<file path="config.mk">
export PLATFORM = sky130hd
export DESIGN_NAME = lls_scan_driver
export DESIGN_NICKNAME = d
export VERILOG_FILES = /design/src/logic/lls_pkg.sv /design/src/logic/lls_scan_driver.sv
export VERILOG_INCLUDE_DIRS = /design/src /design/src/logic
export SDC_FILE = /design/constraint.sdc
export NUM_CORES = 1
export LEC_CHECK = 0
export BUFFER_PORTS_ARGS = -buffer_cell sky130_fd_sc_hd__buf_2
export CORE_MARGIN = 2
export CORE_UTILIZATION = 35
export CTS_CLUSTER_DIAMETER = 120
export DETAILED_ROUTE_END_ITERATION = 10
export SYNTH_ARGS = -nofsm -noshare
export SYNTH_HDL_FRONTEND = slang
export SYNTH_SLANG_ARGS = --single-unit
</file>
<file path="constraint.sdc">
create_clock -name mclk -period 4.69 [get_ports mclk]
set_input_delay 0.938 -clock mclk [delete_from_list [all_inputs] [get_ports mclk]]
set_output_delay 0.938 -clock mclk [all_outputs]
set_load 0.02 [all_outputs]
</file>
<file path="src/logic/lls_regs.svh">
// Register map, field positions, reset values and timing counts of the scan driver
`ifndef LLS_REGS_SVH
`define LLS_REGS_SVH
`define LLS_SFR_SCAN_START 8'haf
`define LLS_SFR_CONTROL 8'hb1
`define LLS_SFR_MODE 8'hb2
`define LLS_SFR_WIDTH 8'hb3
`define LLS_SFR_CONTRAST 8'hb9
`define LLS_SEC_SEG_LOW 8'h1f
`define LLS_SEC_SEG_MID 8'h21
`define LLS_SEC_SEG_HIGH 8'h22
`define LLS_SEC_COM_SEL 8'h23
`define LLS_SEC_SEG_SEL 8'h24
`define LLS_SEC_POWER_DOWN 8'h2d
`define LLS_RST_ZERO 8'h00
`define LLS_RST_POWER_DOWN 8'hff
`define LLS_RAM_BASE 16'h1000
`define LLS_RAM_LAST 16'h101b
`define LLS_CTL_IO_ON 6
`define LLS_CTL_DUTY_HI 5
`define LLS_CTL_DUTY_LO 3
`define LLS_CTL_ENGINE 2
`define LLS_CTL_CYCLE 1
`define LLS_CTL_HIGH_CUR 0
`define LLS_MODE_CK_HI 6
`define LLS_MODE_CK_LO 5
`define LLS_MODE_RSEL 4
`define LLS_MODE_FC_HI 3
`define LLS_MODE_FC_LO 2
`define LLS_MODE_RM_HI 1
`define LLS_MODE_RM_LO 0
`define LLS_CON1_FOUR 5
`define LLS_CON1_VOL_HI 3
`define LLS_CON1_VOL_EN 4
`define LLS_RC1M_MHZ 1
`define LLS_LCD_STEP_US 64
`define LLS_LED_STEP_US 16
`define LLS_LED_EXTRA_US 8
`define LLS_LCD_STEP_TICKS (`LLS_LCD_STEP_US * `LLS_RC1M_MHZ)
`define LLS_LED_STEP_TICKS (`LLS_LED_STEP_US * `LLS_RC1M_MHZ)
`define LLS_LED_EXTRA_TICKS (`LLS_LED_EXTRA_US * `LLS_RC1M_MHZ)
`define LLS_SLOW_COM_TICKS 64
`endif

</file>
<file path="src/logic/lls_pkg.sv">
// Types shared by the scan driver
package lls_pkg;
    typedef enum logic [2:0] {
        LLS_VSS, LLS_THIRD, LLS_QUARTER, LLS_HALF, LLS_TWO_THIRD, LLS_THREE_QUARTER, LLS_LCD_DRIVE_RAIL
    } lls_level_t;
    typedef enum logic {LLS_IDLE, LLS_SCAN} lls_phase_t;
    typedef struct packed {
        logic wrEn;
        logic [15:0] addr;
        logic [7:0] data;
    } lls_bus_req_t;
    typedef struct packed {
        lls_phase_t phase;
        logic scanOn;
        logic [7:0] ctl, mode, width, con1, segLo, segMid;
        logic [4:0] segHi;
        logic [7:0] comSel, segSel, pdAna;
        logic [27:0][7:0] ram;
        logic [7:0] shCtl, shMode, shWidth, shCon1;
        logic [2:0] com;
        logic [12:0] cnt;
        logic parity, done;
        logic [7:0] sfrRd, secRd, ramRd;
        lls_level_t [7:0] lineLv;
        lls_level_t [15:0] segLv;
        logic [23:0] pod;
        logic [2:0] res;
        logic [7:0] ledCom, ledSeg;
    } lls_st_t;
endpackage

</file>
<file path="src/logic/lls_scan_driver.sv">
// Shared LCD / LED matrix scan driver with its register file and display RAM
`timescale 1ns/100ps
`include "lls_regs.svh"
// How it works
// - Outside 4x4 mode, set common-select bits make lines commons, clear bits leave I/O.
// - In 4x4 mode lines 0-3 are commons, 4-7 segments, per set bit.
// - With high-current sink enabled, common-select bits pick high-current I/O lines.
// - LED segment-select bits give segment function, only outside 4x4 mode.
// - In LCD mode the common count follows only from duty; segments enabled individually.
// - Display RAM bit 1 lights a segment, 0 darkens it; forwarded to pads.
// - In LCD mode RAM byte base+n holds segment n, bit k for common k, up to segment 27.
// - Duty 000/110/111: quarter duty, third bias, commons 0-3, sixteen segments.
// - Duty 001: eighth duty, quarter bias, commons 0-7, sixteen segments.
// - Duty 010: quarter duty, third bias; lines 4-7 become segments 24-27.
// - Duty 011: fifth duty, third bias; lines 5-7 become segments 25-27.
// - Duty 100/101: sixth duty, lines 6-7 segments 26-27; third/quarter bias.
// - Common level from bias, parity and data per the common table.
// - Segment level from bias, parity and data per the segment table.
// - Drive frame parity; pad carrying LCD data has its I/O driver disabled.
// - Resistor string select is one-hot: 20K, 75K, 300K.
// - With 1 MHz clock LCD common time is programmable in 64 us steps, else fixed.
// - Scan-start bit 0 starts scanning when 1, stops when 0.
// - Control bit 6 is master enable of all scan-driven pads.
// - Control bit 2 picks LCD engine when 0, LED engine when 1.
// - Control bit 1 picks continuous scanning when set, single-frame scanning when clear.
// - Control bit 0 turns pins into high-current GPIO, ignoring scan settings.
// - Clock select 00 slow RC, 01 crystal, 10/11 the 1 MHz RC.
// - 1 MHz LCD common period is (scan width + 1) times 64 us.
module lls_scan_driver #(
    parameter int unsigned SlowComTicks = `LLS_SLOW_COM_TICKS
) (
    input wire logic mclk,
    input wire logic srst,
    input wire lls_pkg::lls_bus_req_t sfrReq,
    output logic [7:0] sfrRdData,
    input wire lls_pkg::lls_bus_req_t secReq,
    output logic [7:0] secRdData,
    input wire lls_pkg::lls_bus_req_t ramReq,
    output logic [7:0] ramRdData,
    input wire logic slowInternalRcTick,
    input wire logic xtalTick,
    input wire logic oneMhzLcdClockTick,
    output lls_pkg::lls_level_t [7:0] lineLevel,
    output lls_pkg::lls_level_t [15:0] segLevel,
    output logic [23:0] padOutputDisable,
    output logic frameParity,
    output logic biasFractionChoice,
    output logic [2:0] resistorStringChoice,
    output logic [7:0] ledLineFunc,
    output logic [7:0] ledSegFunc,
    output logic [7:0] ledLineDrive,
    output logic [7:0] ledSegDrive,
    output logic [7:0] highCurrentIo,
    output logic [7:0] analogBlockPowerDown,
    output logic contrastEnable,
    output logic [3:0] contrastLevel,
    output logic frameDone
);
    generate
        if (SlowComTicks < 1 || SlowComTicks > 8191) begin : g_bad_ticks
            $error("SlowComTicks out of range");
        end
    endgenerate

    lls_pkg::lls_st_t st_r;
    lls_pkg::lls_st_t st_nxt;
    logic [7:0] comLines;
    logic frameEnd;

    function automatic logic [3:0] ncomOf(input logic [2:0] duty);
        case (duty)
            3'h1: ncomOf = 4'h8;
            3'h3: ncomOf = 4'h5;
            3'h4, 3'h5: ncomOf = 4'h6;
            default: ncomOf = 4'h4;
        endcase
    endfunction

    function automatic logic quarterOf(input logic [2:0] duty);
        quarterOf = (duty == 3'h1) || (duty == 3'h5);
    endfunction

    function automatic lls_pkg::lls_level_t padLevel(input logic isCom, input logic q,
                                                     input logic par, input logic d);
        if (d) begin
            padLevel = (isCom ^ par) ? lls_pkg::LLS_LCD_DRIVE_RAIL : lls_pkg::LLS_VSS;
        end else if (isCom) begin
            if (par) padLevel = q ? lls_pkg::LLS_THREE_QUARTER : lls_pkg::LLS_TWO_THIRD;
            else padLevel = q ? lls_pkg::LLS_QUARTER : lls_pkg::LLS_THIRD;
        end else begin
            if (par) padLevel = q ? lls_pkg::LLS_HALF : lls_pkg::LLS_THIRD;
            else padLevel = q ? lls_pkg::LLS_HALF : lls_pkg::LLS_TWO_THIRD;
        end
    endfunction

    always_comb begin
        logic [2:0] duty;
        logic [3:0] ncom;
        logic isLed, four, lcdLive, ledLive, tick, last, shared, d;
        logic [12:0] period;
        logic [4:0] ridx;
        logic [4:0] sidx;
        duty = st_r.shCtl[`LLS_CTL_DUTY_HI:`LLS_CTL_DUTY_LO];
        ncom = ncomOf(duty);
        isLed = st_r.shCtl[`LLS_CTL_ENGINE];
        four = st_r.shCon1[`LLS_CON1_FOUR];
        lcdLive = 1'b0;
        ledLive = 1'b0;
        tick = 1'b0;
        last = 1'b0;
        shared = (duty == 3'h2) || (duty == 3'h3) || (duty == 3'h4) || (duty == 3'h5);
        d = 1'b0;
        period = 13'h0001;
        ridx = 5'h00;
        sidx = 5'h00;
        comLines = 8'h00;
        frameEnd = 1'b0;
        st_nxt = st_r;
        st_nxt.done = 1'b0;
        // Pads go quiet when scanning is off, closed or overridden by high-current GPIO
        if (st_r.phase == lls_pkg::LLS_SCAN && st_r.ctl[`LLS_CTL_IO_ON] &&
            !st_r.ctl[`LLS_CTL_HIGH_CUR]) begin
            lcdLive = !isLed;
            ledLive = isLed;
        end
        // Period source: LED always counts 1 MHz, LCD follows the clock select
        if (isLed) begin
            tick = oneMhzLcdClockTick;
            period = 13'((13'(st_r.shWidth) + 13'h0001) * 13'(`LLS_LED_STEP_TICKS)
                     + 13'(`LLS_LED_EXTRA_TICKS));
        end else begin
            case (st_r.shMode[`LLS_MODE_CK_HI:`LLS_MODE_CK_LO])
                2'h0: tick = slowInternalRcTick;
                2'h1: tick = xtalTick;
                default: tick = oneMhzLcdClockTick;
            endcase
            if (st_r.shMode[`LLS_MODE_CK_HI]) begin
                // Top two width bits are reserved in LCD mode
                period = 13'((13'(st_r.shWidth[5:0]) + 13'h0001) *
                         13'(`LLS_LCD_STEP_TICKS));
            end else begin
                period = 13'(SlowComTicks);
            end
        end
        if (isLed) last = four ? (st_r.com == 3'h3) : (st_r.com == 3'h7);
        else last = ({1'b0, st_r.com} == 4'(ncom - 4'h1));
        case (st_r.phase)
            lls_pkg::LLS_IDLE: begin
                if (st_r.scanOn) begin
                    st_nxt.phase = lls_pkg::LLS_SCAN;
                    st_nxt.com = 3'h0;
                    st_nxt.cnt = 13'h0000;
                    st_nxt.shCtl = st_r.ctl;
                    st_nxt.shMode = st_r.mode;
                    st_nxt.shWidth = st_r.width;
                    st_nxt.shCon1 = st_r.con1;
                end
            end
            lls_pkg::LLS_SCAN: begin
                if (!st_r.scanOn) begin
                    st_nxt.phase = lls_pkg::LLS_IDLE;
                end else if (tick) begin
                    if (st_r.cnt >= period - 13'h0001) begin
                        st_nxt.cnt = 13'h0000;
                        // New settings only take hold between common periods
                        st_nxt.shCtl = st_r.ctl;
                        st_nxt.shMode = st_r.mode;
                        st_nxt.shWidth = st_r.width;
                        st_nxt.shCon1 = st_r.con1;
                        if (last) begin
                            frameEnd = 1'b1;
                            st_nxt.com = 3'h0;
                            st_nxt.parity = !st_r.parity;
                            if (!st_r.shCtl[`LLS_CTL_CYCLE]) begin
                                st_nxt.phase = lls_pkg::LLS_IDLE;
                                st_nxt.scanOn = 1'b0;
                                st_nxt.done = 1'b1;
                            end
                        end else begin
                            st_nxt.com = st_r.com + 3'h1;
                        end
                    end else begin
                        st_nxt.cnt = st_r.cnt + 13'h0001;
                    end
                end
            end
            default: st_nxt.phase = lls_pkg::LLS_IDLE;
        endcase
        // LCD pads; commons first, then lines lent to segments 24-27
        for (int i = 0; i < 8; i++) begin
            st_nxt.lineLv[i] = lls_pkg::LLS_VSS;
            st_nxt.pod[i] = 1'b0;
            if (lcdLive && (4'(i) < ncom)) begin
                comLines[i] = 1'b1;
                st_nxt.lineLv[i] = padLevel(1'b1, quarterOf(duty), st_r.parity,
                                            3'(i) == st_r.com);
                st_nxt.pod[i] = 1'b1;
            end else if (lcdLive && shared && i >= 4 && st_r.segHi[i - 4]) begin
                ridx = 5'(20 + i);
                d = st_r.ram[ridx][st_r.com];
                st_nxt.lineLv[i] = padLevel(1'b0, quarterOf(duty), st_r.parity, d);
                st_nxt.pod[i] = 1'b1;
            end
        end
        for (int j = 0; j < 16; j++) begin
            sidx = (j < 8) ? 5'(j) : 5'(j + 8);
            st_nxt.segLv[j] = lls_pkg::LLS_VSS;
            st_nxt.pod[8 + j] = 1'b0;
            if (lcdLive && ((j < 8) ? st_r.segLo[j] : st_r.segMid[j - 8])) begin
                d = st_r.ram[sidx][st_r.com];
                st_nxt.segLv[j] = padLevel(1'b0, quarterOf(duty), st_r.parity, d);
                st_nxt.pod[8 + j] = 1'b1;
            end
        end
        // Charge resistor: fast string during the first slice of each common in auto mode
        case (st_r.shMode[`LLS_MODE_RM_HI:`LLS_MODE_RM_LO])
            2'h0: st_nxt.res = st_r.shMode[`LLS_MODE_RSEL] ? 3'h4 : 3'h2;
            2'h1: st_nxt.res = 3'h1;
            default: st_nxt.res = (st_r.cnt < (period >>
                         (3 + st_r.shMode[`LLS_MODE_FC_HI:`LLS_MODE_FC_LO]))) ? 3'h1 :
                         (st_r.shMode[`LLS_MODE_RSEL] ? 3'h4 : 3'h2);
        endcase
        // LED matrix drive; in 4x4 mode the upper lines carry segment data
        st_nxt.ledCom = 8'h00;
        st_nxt.ledSeg = 8'h00;
        if (ledLive && !four) begin
            st_nxt.ledCom = (8'h01 << st_r.com) & st_r.comSel;
            st_nxt.ledSeg = st_r.ram[st_r.com] & st_r.segSel;
        end else if (ledLive) begin
            st_nxt.ledCom = {st_r.ram[st_r.com][3:0] & st_r.comSel[7:4],
                             4'((4'h1 << st_r.com[1:0]) & st_r.comSel[3:0])};
        end
        // Register writes come last so a software start wins over a hardware halt
        if (sfrReq.wrEn) begin
            case (sfrReq.addr[7:0])
                `LLS_SFR_SCAN_START: st_nxt.scanOn = sfrReq.data[0];
                `LLS_SFR_CONTROL: st_nxt.ctl = sfrReq.data & 8'h7f;
                `LLS_SFR_MODE: st_nxt.mode = sfrReq.data;
                `LLS_SFR_WIDTH: st_nxt.width = sfrReq.data;
                `LLS_SFR_CONTRAST: st_nxt.con1 = sfrReq.data & 8'h7f;
                default: ;
            endcase
        end
        if (secReq.wrEn) begin
            case (secReq.addr[7:0])
                `LLS_SEC_SEG_LOW: st_nxt.segLo = secReq.data;
                `LLS_SEC_SEG_MID: st_nxt.segMid = secReq.data;
                `LLS_SEC_SEG_HIGH: st_nxt.segHi = secReq.data[4:0];
                `LLS_SEC_COM_SEL: st_nxt.comSel = secReq.data;
                `LLS_SEC_SEG_SEL: st_nxt.segSel = secReq.data;
                `LLS_SEC_POWER_DOWN: st_nxt.pdAna = secReq.data;
                default: ;
            endcase
        end
        ridx = 5'(ramReq.addr - `LLS_RAM_BASE);
        if (ramReq.wrEn && ramReq.addr >= `LLS_RAM_BASE && ramReq.addr <= `LLS_RAM_LAST) begin
            st_nxt.ram[ridx] = ramReq.data;
        end
        st_nxt.ramRd = (ramReq.addr >= `LLS_RAM_BASE && ramReq.addr <= `LLS_RAM_LAST) ?
                       st_r.ram[ridx] : 8'h00;
        case (sfrReq.addr[7:0])
            `LLS_SFR_SCAN_START: st_nxt.sfrRd = {7'h00, st_r.scanOn};
            `LLS_SFR_CONTROL: st_nxt.sfrRd = st_r.ctl;
            `LLS_SFR_MODE: st_nxt.sfrRd = st_r.mode;
            `LLS_SFR_WIDTH: st_nxt.sfrRd = st_r.width;
            `LLS_SFR_CONTRAST: st_nxt.sfrRd = st_r.con1;
            default: st_nxt.sfrRd = 8'h00;
        endcase
        case (secReq.addr[7:0])
            `LLS_SEC_SEG_LOW: st_nxt.secRd = st_r.segLo;
            `LLS_SEC_SEG_MID: st_nxt.secRd = st_r.segMid;
            `LLS_SEC_SEG_HIGH: st_nxt.secRd = {3'h0, st_r.segHi};
            `LLS_SEC_COM_SEL: st_nxt.secRd = st_r.comSel;
            `LLS_SEC_SEG_SEL: st_nxt.secRd = st_r.segSel;
            `LLS_SEC_POWER_DOWN: st_nxt.secRd = st_r.pdAna;
            default: st_nxt.secRd = 8'h00;
        endcase
    end

    always_ff @(posedge mclk) begin
        if (srst) begin
            st_r <= '0;
            st_r.phase <= lls_pkg::LLS_IDLE;
            st_r.pdAna <= `LLS_RST_POWER_DOWN;
            st_r.res <= 3'h2;
        end else begin
            st_r <= st_nxt;
        end
    end

    // Pin functions track the live registers, so software sees its setting at once
    logic ledOwn;
    assign ledOwn = st_r.ctl[`LLS_CTL_ENGINE] && st_r.ctl[`LLS_CTL_IO_ON] &&
                    !st_r.ctl[`LLS_CTL_HIGH_CUR];
    assign ledLineFunc = ledOwn ? st_r.comSel : 8'h00;
    assign ledSegFunc = (ledOwn && !st_r.con1[`LLS_CON1_FOUR]) ? st_r.segSel : 8'h00;
    assign highCurrentIo = st_r.ctl[`LLS_CTL_HIGH_CUR] ? st_r.comSel : 8'h00;
    assign sfrRdData = st_r.sfrRd;
    assign secRdData = st_r.secRd;
    assign ramRdData = st_r.ramRd;
    assign lineLevel = st_r.lineLv;
    assign segLevel = st_r.segLv;
    assign padOutputDisable = st_r.pod;
    assign frameParity = st_r.parity;
    assign biasFractionChoice = quarterOf(st_r.shCtl[`LLS_CTL_DUTY_HI:`LLS_CTL_DUTY_LO]);
    assign resistorStringChoice = st_r.res;
    assign ledLineDrive = st_r.ledCom;
    assign ledSegDrive = st_r.ledSeg;
    assign analogBlockPowerDown = st_r.pdAna;
    assign contrastEnable = st_r.con1[`LLS_CON1_VOL_EN];
    assign contrastLevel = st_r.con1[`LLS_CON1_VOL_HI:0];
    assign frameDone = st_r.done;
endmodule // lls_scan_driver

</file>
==> results of run 1 <==
worst reg2reg max path, stage by stage (launching register included):
cell and delay, ps:
sky130_fd_sc_hd__dfxtp_1 380, sky130_fd_sc_hd__ha_1 330, sky130_fd_sc_hd__and3_1 260, sky130_fd_sc_hd__a221o_1 330
sky130_fd_sc_hd__a21oi_1 380, sky130_fd_sc_hd__nand3_1 150, sky130_fd_sc_hd__xnor2_1 200, sky130_fd_sc_hd__ha_1 270
sky130_fd_sc_hd__and4_1 230, sky130_fd_sc_hd__a2111oi_2 490, sky130_fd_sc_hd__nand2_1 400, sky130_fd_sc_hd__or2_2 400
sky130_fd_sc_hd__a31oi_1 150
final timing paths:
kind / from / endpoint / cells past startpoint
setup / recovery: st_r[165] / st_r[146] / 12
hold / removal: st_r[177] / resistorStringChoice[1] / 1
setup reg to reg: st_r[165] / st_r[146] / 12
hold reg to reg: st_r[177] / resistorStringChoice[1] / 1
cell type report:
class / count / area [µm²] / share of cell area [%]
clock buffer: 77 / 1530 / 5.87
clock inverter: 20 / 342 / 1.31
inverter: 40 / 150 / 0.577
multi-input combinational: 1575 / 11800 / 45.4
sequential: 479 / 9590 / 36.9
tap: 864 / 1080 / 4.16
timing repair buffer: 272 / 1500 / 5.76
power groups by stage:
| stage | Sequential, mW | Combinational (mW) | Clock [mW] |
|---|---|---|---|
| 2_1_floorplan | 4.16 | 0.164 | 0 |
| 3_3_place_gp | 4.16 | 0.254 | 0 |
| 3_5_place_dp | 4.16 | 0.259 | 0 |
| 4_1_cts | 4.07 | 0.260 | 4.51 |
| 5_1_grt | 4.07 | 0.277 | 4.68 |
| 6_report | 4.07 | 0.260 | 4.44 |
registers in the layout, indices dropped and copies added (netlist names):
name                  count
contrastLevel             4
frameParity               1
ramRdData                 8
ledSegDrive               8
resistorStringChoice      3
secRdData                 8
lineLevel                24
analogBlockPowerDown      8
frameDone                 1
padOutputDisable         24
st_r                    325
sfrRdData                 8
contrastEnable            1
segLevel                 48
ledLineDrive              8
cells by family (layout without fill, tap and decap cells):
kind of cell | after synthesis | in the layout | share of synthesized area, %
and+or+nand+nor | 829 | 829 | 16.7
DFF | 479 | 479 | 41.1
muxes | 404 | 404 | 23.7
buffers and inverters | 350 | 409 | 8.23
AOI/OAI and AO/OA | 294 | 294 | 7.90
adders and majority gates | 30 | 30 | 1.61
xor gates and xnor gates | 18 | 18 | 0.676
cells in the final DEF, fill, tap and decap left out, types with 21 or more instances in the layout:
master,n
sky130_fd_sc_hd__a22oi_1,21
sky130_fd_sc_hd__and2_1,31
sky130_fd_sc_hd__dfxtp_1,477
sky130_fd_sc_hd__nand3_1,97
sky130_fd_sc_hd__buf_4,27
sky130_fd_sc_hd__buf_2,240
sky130_fd_sc_hd__mux2i_1,273
sky130_fd_sc_hd__ha_1,30
sky130_fd_sc_hd__nor2_1,374
sky130_fd_sc_hd__o21ai_0,22
sky130_fd_sc_hd__a22o_1,23
sky130_fd_sc_hd__inv_1,37
sky130_fd_sc_hd__mux4_2,117
sky130_fd_sc_hd__clkbuf_16,53
sky130_fd_sc_hd__a21oi_1,149
sky130_fd_sc_hd__nand2_1,183
metrics by stage:
stage | std cells | cell area (µm²) | power (mW)
after floorplan | 2404 | 23300 | 4.32
after global placement | 3230 | 24100 | 4.41
after detailed placement | 3230 | 24100 | 4.42
after CTS | 3327 | 26000 | 8.84
after global routing | 3327 | 26000 | 9.02
final | 3327 | 26000 | 8.77
per-layer routing:
metal  part of all wire [%]  vias to the layer above  wire [µm]  GRT usage, %
met5                  0.024                        -         16             0
met4                    2.3                        2       1530          5.12
met3                    6.1                      106       4030          2.53
met1                     45                     8758      29500          25.5
li1                       -                     8363          -             -
met2                     47                      640      30600          30.1
==> results.toml, run 1 <==
[sta]
setup_total_negative_slack_ps = 0
hold_violations = 0
report.final.slew_viol_count = 0
fmax_ghz = 0.247
layout_setup_ws_ps = 640
final.period_utilization_pct = 86.4
timing.final.setup_violations = 0
fin_worst_skew_ps = 22.9
slew_headroom_pct = 12.3
timing_worst_slew_pin_value_ps = 1300
grt_setup_unrepaired = "false"
holdWs_ps = 432
period_needed_ps = 4050

[global_route]
grtUsageTotal_pct = 18.5
grt_max_degree = 108
total_grt_overflow = 0
global_route_wire_length_before_repair_um = 99500
grt_antenna_before_repair = 3
first_global_vias = 17000

[worst_setup_path]
path_cells = "ha_1, and3_1, a221o_1, a21oi_1, nand3_1, xnor2_1, ha_1, and4_1, a2111oi_2, nand2_1, or2_2, a31oi_1"
worstSetupEndpointType = "flop"
cp.required_ps = 5230
worst_path_largest_cell_delay_ps = 490
crit_buf_inv = 0
critical-path-top-delay-family = "simple AND/OR/NAND/NOR gates"
cpMaxStageDelayCell = "sky130_fd_sc_hd__a2111oi_2"
critPathKind = "flop to flop"
path_max_fanout = 14
critical_path_arrival_ps = 4590
category_of_the_worst_setup_path_launch_point = "flop"
timing.reg2reg.setup_slack_ps = 640
crit_top_cell = "sky130_fd_sc_hd__ha_1"

[clock_network]
post_cts_hold_buffer_count = 0
root_buffer = "sky130_fd_sc_hd__clkbuf_16"
tritoncts.num_buffers = 52
htree_levels = 2
clkLatencyLatePin_ps = 620
postCtsResizedCells = 0
count_of_buffers_added_by_post_cts_timing_repair_for_setup = 0
cts_tree = "yes"
clkSlewWorstSetupHoldPaths_ps = 60
numClockSinks = 479
clock_path_buffers = 3

[route]
routed_via_density = 5.37
detailroute.via_count = 17900
detail_route.wl_per_cell_um = 19.8
ant_nets = 0
1st_iter_drt_viols = 1358
drt_drc_violations_left = 0
pre_antenna_drt_iters = 5
wirelength_um = 65700

[floorplan]
number_of_core_rows = 94
design.core.area_um2 = 65900
total_die_area_um2 = 68700
die_w_um = 262
floorplan.die.height_um = 262
floorplan.initialDensity_pct = 35.4
top_level_ports = 259

[logic_synthesis]
postSynth.asyncResetShare_pct = 0
synth.net_count = 2514
synth_top_cell_by_area = "sky130_fd_sc_hd__dfxtp_1"
yosysMostFrequentCell = "sky130_fd_sc_hd__dfxtp_1"
synth_cell_types = 73
synth_area_leaders = "sky130_fd_sc_hd__dfxtp_1 41%, sky130_fd_sc_hd__mux2i_1 12%, sky130_fd_sc_hd__mux4_2 11%"
syn-mean-instance-area_um2 = 9.69
synth_sequential_area_ratio_pct = 41.1
synthFlopType = "sky130_fd_sc_hd__dfxtp_1"
synth_enable_flop_cells = 0
ys.warnings.count = 0
synth_largest_type_area_fraction_pct = 41.1
syn_area_um2 = 23300
netlist_instances = 2404
synth-seq-cells = 479
synth.top_cells.by_count = "479 x sky130_fd_sc_hd__dfxtp_1, 374 x sky130_fd_sc_hd__nor2_1, 273 x sky130_fd_sc_hd__mux2i_1, 183 x sky130_fd_sc_hd__nand2_1, 151 x sky130_fd_sc_hd__buf_4"

[placement]
pre_cts_slack_ps = 666
final_hpwl_from_detailed_placement_um = 46600
gp_congestion = 0.898
portBuffers = 242

[hold_path]
hold_path.class = "flop to flop"

[run_status]
status = "complete, no violations"

[run]
drv_cap = 0

[pwr]
max-vdd-ir-drop_uv = 264
p_int_mw = 6.80
share_comb_of_total_power_pct = 3.0
p_clk_share_pct = 50.6
power.share.sequential_pct = 46.4
power-per-cell-area_nw_per_um2 = 337
p_leak_nw = 10.7
swShare_pct = 22.5
netSwitchingPower_mw = 1.97

[final_layout]
n_fill_cell = 6428
post_route_cells_drive_above_1_share_pct = 21.3
layout.nets = 2530
layout-area-overhead-vs-synth_pct = 11.6
antenna_cells_inserted = 0
final_core_util_pct = 39.5
Note: power is estimated with default switching activity, not from simulation.
==> run 2, diff against run 1 <==
--- a/config.mk
+++ b/config.mk
@@ -7,8 +7,8 @@
 export NUM_CORES = 1
 export LEC_CHECK = 0
 export BUFFER_PORTS_ARGS = -buffer_cell sky130_fd_sc_hd__buf_2
-export CORE_MARGIN = 2
-export CORE_UTILIZATION = 35
+export CORE_MARGIN = 4
+export CORE_UTILIZATION = 40
 export CTS_CLUSTER_DIAMETER = 120
 export DETAILED_ROUTE_END_ITERATION = 10
 export SYNTH_ARGS = -nofsm -noshare
==> constraint.sdc (replaced) <==
create_clock -name mclk -period 3.6 [get_ports mclk]
set_input_delay 0.72 -clock mclk [delete_from_list [all_inputs] [get_ports mclk]]
set_output_delay 0.72 -clock mclk [all_outputs]
set_load 0.02 [all_outputs]
==> run 2 against run 1 <==
Against the previous run:
- first-iteration DRC count is 24% higher
- sequential power is 30% higher
- design area is 1.6% higher
- clock-buffer cell count is 15 lower
- largest cell class unchanged
- die area is 9.4% lower
- highest routed layer unchanged
- non-clock buffer count is 63 higher
- sequential cell count stayed put
==> results.toml, run 2 (synthesis results as in run 1) <==
[final_layout]
largest_register_ff_count = 325
largest_register = "st_r"
n_fill_cell = 5459
final_core_util_pct = 45.8
antenna_cells_inserted = 0
layout_common_cells = "477 x sky130_fd_sc_hd__dfxtp_1, 374 x sky130_fd_sc_hd__nor2_1, 273 x sky130_fd_sc_hd__mux2i_1, 240 x sky130_fd_sc_hd__buf_2, 182 x sky130_fd_sc_hd__nand2_1"
final_common_cell = "sky130_fd_sc_hd__dfxtp_1"
post_route_cells_drive_above_1_share_pct = 23.9
layout-area-overhead-vs-synth_pct = 13.4
layout.nets = 2594

[floorplan]
floorplan.die.height_um = 249
die_w_um = 249
number_of_core_rows = 88
total_die_area_um2 = 62200
design.core.area_um2 = 57700
top_level_ports = 259
floorplan.initialDensity_pct = 40.4

[sta]
slew_headroom_pct = 36.3
setup_total_negative_slack_ps = 0
period_needed_ps = 3390
report.final.slew_viol_count = 0
hold_violations = 0
timing_worst_slew_pin_value_ps = 956
fin_worst_skew_ps = 37.2
fmax_ghz = 0.295
final.period_utilization_pct = 94.3
timing.final.setup_violations = 0
grt_setup_unrepaired = "false"

[global_route]
global_route_wire_length_before_repair_um = 103000
first_global_vias = 17600
grt_max_degree = 219
total_grt_overflow = 0
grtUsageTotal_pct = 20.6
grt_antenna_before_repair = 2

[clock_network]
clkSlewWorstSetupHoldPaths_ps = 60
clkLatencyLatePin_ps = 600
tritoncts.num_buffers = 53
htree_levels = 2
clock_path_buffers = 3
cts_tree = "yes"
numClockSinks = 479
post_cts_hold_buffer_count = 0
root_buffer = "sky130_fd_sc_hd__clkbuf_16"

[placement]
portBuffers = 242
final_hpwl_from_detailed_placement_um = 46900
gp_congestion = 0.887

[pwr]
p_leak_nw = 11.0
max-vdd-ir-drop_uv = 338
power-per-cell-area_nw_per_um2 = 429

[worst_setup_path]
category_of_the_worst_setup_path_launch_point = "flop"
critical_path_arrival_ps = 3930
worstSetupEndpointType = "flop"
cp.required_ps = 4130
critPathKind = "flop to flop"
path_max_fanout = 5

[run]
drv_cap = 0

[route]
routed_via_density = 5.52
ant_nets = 0
wirelength_um = 66600
detail_route.wl_per_cell_um = 20.2
pre_antenna_drt_iters = 6
detailroute.via_count = 18200
1st_iter_drt_viols = 1683
drt_drc_violations_left = 0

[run_status]
status = "complete, no violations"

[hold_path]
hold_path.class = "input port to flop"
[run 2: critical path, stage by stage, from the launching register on]
cell and delay [ps]:
sky130_fd_sc_hd__dfxtp_1 320, sky130_fd_sc_hd__ha_1 230, sky130_fd_sc_hd__and3_1 240, sky130_fd_sc_hd__a221o_1 330, sky130_fd_sc_hd__a21oi_1 150, sky130_fd_sc_hd__buf_4 150
sky130_fd_sc_hd__nand3_1 110, sky130_fd_sc_hd__xnor2_2 170, sky130_fd_sc_hd__ha_1 320, sky130_fd_sc_hd__and4_1 260, sky130_fd_sc_hd__a32oi_2 260, sky130_fd_sc_hd__nand2_1 150
sky130_fd_sc_hd__buf_4 180, sky130_fd_sc_hd__or3_1 340, sky130_fd_sc_hd__a21oi_1 140
[run 2: stage by stage]
step                hold slack, ps  std cells  instance area (µm²)  setup WS, ps  power (mW)
CTS                            387       3287                26400           147        11.5
global route                   407       3290                26400          7.13        11.7
detailed placement             432       3191                24500           170        5.77
finish                         419       3290                26400           205        11.3
floorplan                      408       2404                23300         -11.0        5.63
global placement               427       3191                24500           182        5.76
[run 2: power breakdown]
group          switching (mW)  total (mW)  leakage, nW  internal, mW
combinational           0.253       0.349         6.26        0.0961
sequential            0.00150        5.30         3.86          5.30
clock                    2.27        5.70        0.919          3.42
[run 2: area by class of cell]
cell class / instances / area, µm² / share of cell area [%]
multi-input combinational: 1575 / 11900 / 44.9
sequential: 479 / 9590 / 36.3
timing repair buffer: 335 / 2010 / 7.60
clock buffer: 62 / 1460 / 5.53
tap: 765 / 957 / 3.62
clock inverter: 34 / 399 / 1.51
inverter: 40 / 150 / 0.568
[run 2: routing by layer]
layer  wire, µm  GRT usage [%]  vias to the layer above
li1           -              -                     8494
met1      30000           28.8                     8944
met2      30700           33.1                      610
met3       4100           3.40                       98
met4       1730           5.77                        4
met5         27              0                        -
[run 2: worst paths after layout]
| check | from | endpoint | slack, ps | cells past startpoint |
|---|---|---|---|---|
| max | st_r[165] | st_r[141] | 210 | 14 |
| min | sfrReq[2] | contrastLevel[2] | 420 | 3 |
| max reg2reg | st_r[165] | st_r[141] | 210 | 14 |
| min reg2reg | st_r[177] | resistorStringChoice[1] | 440 | 1 |
[run 2: what timing repair did]
item / 4_1_cts / 5_1_grt
setup endpoints to repair: 0 / 32
resized for setup: 0 / 5
buffers inserted: 0 / 3
